<file path="src/rtl/dar_pkg.sv">
package dar_pkg;
	localparam int          NUM_CH          = 5;
	localparam int          TRIGGER_SELECT_W          = 5;
	localparam int          MODE_W          = 2;
	localparam int          REG_W           = 8;
	localparam int          ADDR_W          = 8;

	localparam logic [7:0]  ADDR_ARM        = 8'hD6;
	localparam logic [7:0]  ADDR_SOFT_REQ   = 8'hD7;

	localparam int          ABORT_BIT       = 7;
	localparam int          ARM_UNUSED_LO   = 5;
	localparam int          ARM_UNUSED_HI   = 6;
	localparam int          REQ_UNUSED_W    = 3;

	localparam logic [7:0]  ARM_RESET       = 8'h00;
	localparam logic [7:0]  REQ_RESET       = 8'h00;
	localparam logic [7:0]  RDATA_RESET     = 8'h00;

	localparam logic [1:0]  MODE_SINGLE     = 2'h0;
	localparam logic [1:0]  MODE_BLOCK      = 2'h1;
	localparam logic [1:0]  MODE_REP_SINGLE = 2'h2;
	localparam logic [1:0]  MODE_REP_BLOCK  = 2'h3;
	localparam int          MODE_REPEAT_BIT = 1;

	localparam logic [4:0]  TRIGGER_SELECT_NONE       = 5'h00;

	typedef enum logic [1:0] {
		AB_IDLE  = 2'b01,
		AB_DRAIN = 2'b10
	} dar_abort_state_t;
endpackage

</file>
<file path="src/rtl/dar_arm_request.sv">
// What this block does
// [RULE1] Five channels 0 to 4 each own the arm bit at their own index.
// [RULE2] A channel does nothing at all while its arm bit is zero.
// [RULE3] Completion in a non-repeating mode clears the arm bit; repeating modes keep it.
// [RULE4] Writing one to arm bit 7 aborts every channel whose arm bit is one in that write.
// [RULE5] The abort bit reads zero and writing zero to it changes nothing.
// [RULE6] Arm bits 6 and 5 are plain storage that resets to zero and steers nothing.
// [RULE7] Writing one to a request bit starts that channel like one trigger.
// [RULE8] A started channel stops on completion or when its arm bit is cleared, not by a zero request write.
// [RULE9] A request bit clears on grant to its channel and ignores software zeros.
// [RULE10] Request bits 7 to 5 read as zero.
// [RULE11] Arm, abort and request bits all reset to zero.
// [RULE12] Mode 00 single, 01 block, 10 repeated single, 11 repeated block; 00 and 01 do not repeat.
// [RULE13] Trigger select 00000 means only a software request can start the channel.
// [RULE14] A completed transfer sets that channel's done flag.
// [RULE15] An aborted channel is disarmed, loses pending starts and gets no done flag.
// [RULE16] An abort lets any bus access in flight finish before taking effect.
`timescale 1ns/1ps
module dar_arm_request #(
	parameter int NUM_CH = dar_pkg::NUM_CH
) (
	input  wire logic                              clk,
	input  wire logic                              resetn,
	input  wire logic [dar_pkg::ADDR_W-1:0]        sfrAddr,
	input  wire logic                              sfrWrite,
	input  wire logic                              sfrRead,
	input  wire logic [dar_pkg::REG_W-1:0]         sfrWdata,
	output logic      [dar_pkg::REG_W-1:0]         sfrRdata,
	input  wire logic [NUM_CH*dar_pkg::TRIGGER_SELECT_W-1:0] trigSel,
	input  wire logic [NUM_CH*dar_pkg::MODE_W-1:0] xferMode,
	input  wire logic [NUM_CH-1:0]                 hwTrig,
	input  wire logic [NUM_CH-1:0]                 chGrant,
	input  wire logic [NUM_CH-1:0]                 xferDone,
	input  wire logic                              busAccessBusy,
	input  wire logic [NUM_CH-1:0]                 doneFlagClear,
	output logic      [NUM_CH-1:0]                 chBusReq,
	output logic      [NUM_CH-1:0]                 chAbort,
	output logic      [NUM_CH-1:0]                 doneFlag
);
	import dar_pkg::*;

	localparam int UNUSED_W = ARM_UNUSED_HI - ARM_UNUSED_LO + 1;

	logic [NUM_CH-1:0]   armBits;
	logic [NUM_CH-1:0]   next_armBits;
	logic [UNUSED_W-1:0] armUnused;
	logic [NUM_CH-1:0]   softReq;
	logic [NUM_CH-1:0]   next_softReq;
	logic [NUM_CH-1:0]   abortSel;
	logic [NUM_CH-1:0]   next_abortSel;
	logic [NUM_CH-1:0]   next_doneFlag;
	logic [REG_W-1:0]    next_rdata;
	dar_abort_state_t    abortState;
	dar_abort_state_t    next_abortState;

	// Register decode
	wire armSel      = (sfrAddr == ADDR_ARM);
	wire reqSel      = (sfrAddr == ADDR_SOFT_REQ);
	wire armWrite    = sfrWrite & armSel;
	wire reqWrite    = sfrWrite & reqSel;
	wire abortWrite  = armWrite & sfrWdata[ABORT_BIT];                   // RULE4 RULE5
	wire plainArmWr  = armWrite & ~sfrWdata[ABORT_BIT];                  // RULE5
	wire [NUM_CH-1:0] wrChan = sfrWdata[NUM_CH-1:0];                     // RULE1

	// Per-channel engine status
	wire [NUM_CH-1:0] busReqRaw;
	wire [NUM_CH-1:0] chActive;
	wire [NUM_CH-1:0] complete;
	wire [NUM_CH-1:0] disarm;
	wire [NUM_CH-1:0] nonRepeat;

	// Abort is held back until the bus is free of a partial access
	wire              draining = (abortState == AB_DRAIN);
	wire              abortGo  = draining & ~busAccessBusy;                // RULE16
	wire [NUM_CH-1:0] abortNow = abortGo ? abortSel : '0;                 // RULE4

	// Channels being aborted may not win the bus again
	assign chBusReq = busReqRaw & ~(draining ? abortSel : '0);           // RULE16
	assign chAbort  = abortNow;
	wire [NUM_CH-1:0] grantEff = chGrant & armBits;                      // RULE2

	genvar ch;
	generate
		for (ch = 0; ch < NUM_CH; ch++) begin : g_ch
			assign nonRepeat[ch] = ~xferMode[ch*MODE_W+MODE_REPEAT_BIT]; // RULE12
			dar_channel u_chan (
				.clk      (clk),
				.resetn   (resetn),
				.armed    (armBits[ch]),
				.softReq  (softReq[ch]),
				.hwTrig   (hwTrig[ch]),
				.trigSel  (trigSel[ch*TRIGGER_SELECT_W +: TRIGGER_SELECT_W]),
				.mode     (xferMode[ch*MODE_W +: MODE_W]),
				.grant    (grantEff[ch]),
				.xferDone (xferDone[ch]),
				.abort    (abortNow[ch]),
				.busReq   (busReqRaw[ch]),
				.active   (chActive[ch]),
				.complete (complete[ch]),
				.disarm   (disarm[ch])
			);
		end
	endgenerate

	// Software arm write wins over a hardware disarm in the same cycle
	assign next_armBits = plainArmWr ? wrChan
	                                 : (armBits & ~abortNow & ~disarm);  // RULE3 RULE8 RULE15

	// Set wins over grant; zeros written are ignored
	assign next_softReq = (softReq & ~grantEff & ~abortNow)
	                    | (reqWrite ? wrChan : '0);                     // RULE7 RULE9 RULE15

	assign next_abortSel = abortGo ? (abortWrite ? wrChan : '0)
	                               : (abortSel | (abortWrite ? wrChan : '0)); // RULE4

	assign next_abortState = (next_abortSel != '0) ? AB_DRAIN : AB_IDLE;

	assign next_doneFlag = (doneFlag & ~doneFlagClear) | complete;      // RULE14

	// Readback; abort bit and upper request bits read zero
	assign next_rdata = !sfrRead ? RDATA_RESET
	                  : armSel   ? {1'b0, armUnused, armBits}            // RULE5
	                  : reqSel   ? {{REQ_UNUSED_W{1'b0}}, softReq}       // RULE10
	                  : RDATA_RESET;

	always_ff @(posedge clk or negedge resetn) begin
		if (!resetn) begin
			armBits    <= ARM_RESET[NUM_CH-1:0];                         // RULE11
			armUnused  <= ARM_RESET[ARM_UNUSED_HI:ARM_UNUSED_LO];        // RULE11
			softReq    <= REQ_RESET[NUM_CH-1:0];                         // RULE11
			abortSel   <= '0;
			abortState <= AB_IDLE;
			doneFlag   <= '0;
			sfrRdata   <= RDATA_RESET;
		end else begin
			armBits    <= next_armBits;
			softReq    <= next_softReq;
			abortSel   <= next_abortSel;
			abortState <= next_abortState;
			doneFlag   <= next_doneFlag;
			sfrRdata   <= next_rdata;
			if (armWrite) begin
				armUnused <= sfrWdata[ARM_UNUSED_HI:ARM_UNUSED_LO];      // RULE6
			end
		end
	end

	// Checks
	a_unarmed_idle: assert property (@(posedge clk) disable iff (!resetn) // RULE2
		(busReqRaw & ~armBits) == '0 && (chActive & ~$past(armBits)) == '0)
		else $error("unarmed channel requested or ran");

	a_single_disarm: assert property (@(posedge clk) disable iff (!resetn) // RULE3
		((complete & nonRepeat) != '0) && !plainArmWr
		|=> (armBits & $past(complete & nonRepeat)) == '0)
		else $error("non-repeating channel stayed armed");

	a_repeat_keeps: assert property (@(posedge clk) disable iff (!resetn) // RULE3
		((complete & ~nonRepeat) != '0) && !armWrite && abortSel == '0
		|=> (armBits & $past(complete & ~nonRepeat)) == $past(complete & ~nonRepeat))
		else $error("repeating channel lost arm");

	a_abort_clears: assert property (@(posedge clk) disable iff (!resetn) // RULE4
		abortWrite && !busAccessBusy && abortSel == '0 && wrChan != '0 ##1 !busAccessBusy && !plainArmWr
		|=> (armBits & $past(wrChan, 2)) == '0)
		else $error("abort did not disarm selected channels");

	a_abort_readzero: assert property (@(posedge clk) disable iff (!resetn) // RULE5
		sfrRead && armSel |=> !sfrRdata[ABORT_BIT] && sfrRdata[NUM_CH-1:0] == $past(armBits))
		else $error("arm readback wrong");

	a_unused_store: assert property (@(posedge clk) disable iff (!resetn) // RULE6
		armWrite |=> armUnused == $past(sfrWdata[ARM_UNUSED_HI:ARM_UNUSED_LO]))
		else $error("unused arm bits not stored");

	a_req_sets: assert property (@(posedge clk) disable iff (!resetn) // RULE7
		reqWrite |=> (softReq & $past(wrChan & ~abortNow)) == $past(wrChan & ~abortNow))
		else $error("request bit not set by write");

	a_zero_ignored: assert property (@(posedge clk) disable iff (!resetn) // RULE9
		reqWrite && grantEff == '0 && abortNow == '0 |=> (softReq & $past(softReq)) == $past(softReq))
		else $error("zero write cleared request");

	a_grant_clears: assert property (@(posedge clk) disable iff (!resetn) // RULE9
		grantEff != '0 && !reqWrite |=> (softReq & $past(grantEff)) == '0)
		else $error("grant did not clear request");

	a_req_upper_zero: assert property (@(posedge clk) disable iff (!resetn) // RULE10
		sfrRead && reqSel |=> sfrRdata[REG_W-1:NUM_CH] == '0)
		else $error("request upper bits not zero");

	a_done_sets: assert property (@(posedge clk) disable iff (!resetn) // RULE14
		complete != '0 |=> (doneFlag & $past(complete)) == $past(complete))
		else $error("done flag not set");

	a_abort_nodone: assert property (@(posedge clk) disable iff (!resetn) // RULE15
		abortNow != '0 |-> (complete & abortNow) == '0 ##1 (chActive & $past(abortNow)) == '0)
		else $error("aborted channel completed or kept running");

	a_drain_waits: assert property (@(posedge clk) disable iff (!resetn) // RULE16
		draining && busAccessBusy |-> abortNow == '0 && (chBusReq & abortSel) == '0)
		else $error("abort cut an access in flight");
endmodule // dar_arm_request

</file>
<file path="src/rtl/dar_channel.sv">
`timescale 1ns/1ps
module dar_channel (
	input  wire logic                       clk,
	input  wire logic                       resetn,
	input  wire logic                       armed,
	input  wire logic                       softReq,
	input  wire logic                       hwTrig,
	input  wire logic [dar_pkg::TRIGGER_SELECT_W-1:0] trigSel,
	input  wire logic [dar_pkg::MODE_W-1:0] mode,
	input  wire logic                       grant,
	input  wire logic                       xferDone,
	input  wire logic                       abort,
	output logic                            busReq,
	output logic                            active,
	output logic                            complete,
	output logic                            disarm
);
	import dar_pkg::*;

	logic pending;
	logic next_pending;
	logic next_active;
	wire  hwFire = hwTrig & (trigSel != TRIGGER_SELECT_NONE);                     // RULE13

	// A trigger seen while a grant retires the old one is kept
	assign next_pending = armed & ~abort & ((pending & ~grant) | hwFire); // RULE2 RULE15
	// Only completion, disarm or abort ends a started channel
	assign next_active  = armed & ~abort & ~xferDone & (active | grant); // RULE8 RULE15

	assign busReq   = armed & ~abort & (pending | softReq | active);     // RULE2 RULE7
	assign complete = active & xferDone & armed & ~abort;               // RULE14 RULE15
	assign disarm   = complete & ~mode[MODE_REPEAT_BIT];                // RULE3 RULE12

	always_ff @(posedge clk or negedge resetn) begin
		if (!resetn) begin
			pending <= 1'b0;
			active  <= 1'b0;
		end else begin
			pending <= next_pending;
			active  <= next_active;
		end
	end
endmodule // dar_channel

</file>
<file path="config.mk">
export PLATFORM = sky130hd
export DESIGN_NAME = dar_arm_request
export DESIGN_NICKNAME = d
export VERILOG_FILES = /design/src/rtl/dar_pkg.sv /design/src/rtl/dar_arm_request.sv /design/src/rtl/dar_channel.sv
export SDC_FILE = /design/constraint.sdc
export NUM_CORES = 1
export LEC_CHECK = 0
export BUFFER_PORTS_ARGS = -buffer_cell sky130_fd_sc_hd__buf_2
export CAP_MARGIN = 10
export CORE_MARGIN = 1
export CORE_UTILIZATION = 45
export CTS_BUF_LIST = sky130_fd_sc_hd__clkbuf_16
export DETAILED_ROUTE_END_ITERATION = 10
export PLACE_DENSITY_LB_ADDON = 0.1
export SKIP_CTS_REPAIR_TIMING = 1
export SYNTH_ARGS = -nofsm -noshare
export SYNTH_HDL_FRONTEND = slang
export SYNTH_SLANG_ARGS = --single-unit
</file>
<file path="constraint.sdc">
create_clock -name clk -period 1.6 [get_ports clk]
set_input_delay 0.32 -clock clk [delete_from_list [all_inputs] [get_ports clk]]
set_output_delay 0.32 -clock clk [all_outputs]
set_load 0.05 [all_outputs]
</file>
==> impl_metrics.yaml <==
worst_setup_path:
  crit_slowest_cell: "or4bb_1"
  critical_path.cell_chain: "or4bb_1, inv_1, buf_6"
  critical-path-max-stage-delay_ps: 540
  crit_type: "reg2out"
  critPathMaxFanout: 7
  crit_required_ps: 1280
  critPathLaunchType: "flip-flop"
  arrival_ps: 1460
  end_kind: "output port"
detailed_routing:
  firstDrtPassIters: 4
  vias_per_cell: 5.23
  wl_mm: 4.52
  post-route-drc-count: 0
  top_layer: "met4"
  met2_length_mm: 2.13
  ant_nets: 0
  wl_met3_um: 283
  drt_iter0_markers: 64
  wire_per_inst_um: 13.4
  vias: 1762
  drt-met1-wl_mm: 2.04
grt:
  overflow: 0
  grt_max_degree: 26
  grt_pass1_vias: 1548
  antenna_found_initial: 0
  grt_pass1_wl_mm: 6.74
  track_usage_pct: 20.0
timing:
  fin_skew_ps: 3.18
  hold_violations: 16
  finalCritPeriodShare_pct: 111
  slew_violations: 0
  max_freq_ghz: 0.563
  rsz0062_at_grt: "true"
  whs_ps: -27.8
  setup_slack_ps: -177
  finalSetupViolations: 10
  period_needed_ps: 1780
placement:
  placed_cells: 329
  port-buffer-count: 92
  place_hpwl_mm: 3.41
  gp_congestion: 0.770
  placed_cell_area_mm2: 0.00249
yosys:
  ys_ff_latch: 41
  synth_edf_count: 0
  synthCells: 189
  synth.most_common_cell: "dfrtp_1"
  syn_area_mm2: 0.00197
  synth.net_count: 265
  ys_seq_area_share_pct: 52.2
  netlist_top_cells_count: "40 x dfrtp_1, 31 x nand2_1, 16 x inv_1"
  async_reset_ff_share_pct: 100
  synthTopCellsByArea: "dfrtp_1 51%, nand2_1 5.9%, mux2i_1 5.1%"
  synthFlopType: "dfrtp_1"
  synth.distinct_cells: 30
  synth_top_cell_area_share_pct: 50.9
  yosys.area.top_type: "dfrtp_1"
  yosysWarnings: 0
  syn_avg_cell_area_um2: 10.4
clock_tree:
  cts_buffers: 5
  cts_tree: "built"
  clk_path_buf_depth: 2
  clk_latency_ps: 280
  cts_sinks: 41
  cts_root_buf: "clkbuf_16"
  path_clk_slew_ps: 60
  h-tree-depth: 2
final_layout:
  drive_gt1_share_pct: 42.9
  design_area_mm2: 0.00272
  layout.cells.non_filler: 337
  synthToLayoutAreaGrowth_pct: 38.0
  fin_nets: 362
  multi_input_area_um2: 813
  fill_cells: 343
  diodes: 0
  ff_latch_area_mm2: 0.00103
floorplan:
  die_x_um: 68.1
  design.core.area_mm2: 0.00409
  dieArea_mm2: 0.00464
  ios: 99
  die_h_um: 68.1
  fp-row-count: 23
  start_util_pct: 48.2
run_status:
  violations: "hold timing, setup timing"
  status: "complete, but fails checks"
pwr:
  p_per_area_mw_per_mm2: 819
  p_total_uw: 2220
  vdd_drop_max_uv: 473
  leakage_uw: 0.00143
min_path:
  hold_path.class: "in2async"
flow_run:
  maxCapViolCount: 0
-- metal layers --
layer  track usage, %  vias to the layer above
met4             7.81                        0
met2             32.4                       77
met3             4.17                       10
met5                0                        -
met1             26.2                      806
li1                 -                      869
-- where the power goes --
part | total (uW) | internal [uW] | switching (uW)
clock | 931 | 563 | 368
combinational | 200 | 107 | 93.2
sequential | 1090 | 1060 | 26.7
total | 2220 | 1730 | 488
-- cells in the final DEF (no fill, tap or decap), drive strengths merged, types with 3 or more instances in the layout --
cell	instances
o22ai	5
a32o	5
o21ai	12
clkbuf	5
nor2	6
clkinv	3
nand2	31
o211ai	5
or4	8
or4bb	5
buf	101
a21oi	10
dfrtp	40
mux2i	10
inv	16
nor3	7
o311a	5
-- final timing paths --
check                                         start  cells after the start                         endpoint  slack (ps)
setup / recovery            abortState[0]$_DFF_PN1_                      3                       chAbort[0]        -180
hold reg to reg            armUnused[1]$_DFFE_PN0N_                      1         armUnused[1]$_DFFE_PN0N_         500
min in group clk                        xferDone[0]                      2  g_ch[0].u_chan.active$_DFF_PN0_         210
hold / removal                               resetn                      1            doneFlag[1]$_DFF_PN0_         -30
setup reg to reg            abortState[0]$_DFF_PN1_                      3             softReq[2]$_DFF_PN0_         130
max in group asynchronous                    resetn                      2          abortState[0]$_DFF_PN1_        1080
-- final cells by class --
class / instances / share of cell area (%)
clock buffers: 5 / 4.61
flip-flops and latches: 41 / 37.8
inverters: 16 / 2.21
well taps: 50 / 2.30
repair buffers: 101 / 22.6
clock inverters: 3 / 0.461
multi-input cells: 121 / 30.0
-- state kept, by name (all words and copies together), names as in the netlist --
register,cells
sfrRdata,7
abortSel,5
armBits,5
doneFlag,5
g_ch.u_chan.active,5
g_ch.u_chan.pending,5
softReq,5
abortState,2
armUnused,2
-- kinds of logic (layout without fill, tap and decap cells) --
logic type,count (synthesis),in the layout,synth area share (%)
AOI/OAI and AO/OA,43,43,14.6
buffers and inverters,27,125,7.18
DFF,41,41,52.2
muxes,12,12,6.23
other,1,1,0.191
and+or+nand+nor,65,65,19.6
-- worst max-delay path, delay by kind of cell (launching register included) --
family / cells / cell delay [ps]
and+or+nand+nor: 1 / 540
DFF: 1 / 400
buffers and inverters: 2 / 240
-- through the flow --
step	setup slack [ps]	utilization, %	setup TNS, ps	hold slack, ps
floorplan	116	-	0	24.4
global route	-205	66.4	-1750	3.67
detailed placement	-18.4	60.9	-41.2	276
finish	-177	66.4	-1380	-27.8
global placement	-24.2	60.9	-64.0	274
CTS	-286	64.3	-2690	-18.4
No activity file was read; power rests on OpenSTA's default activity.
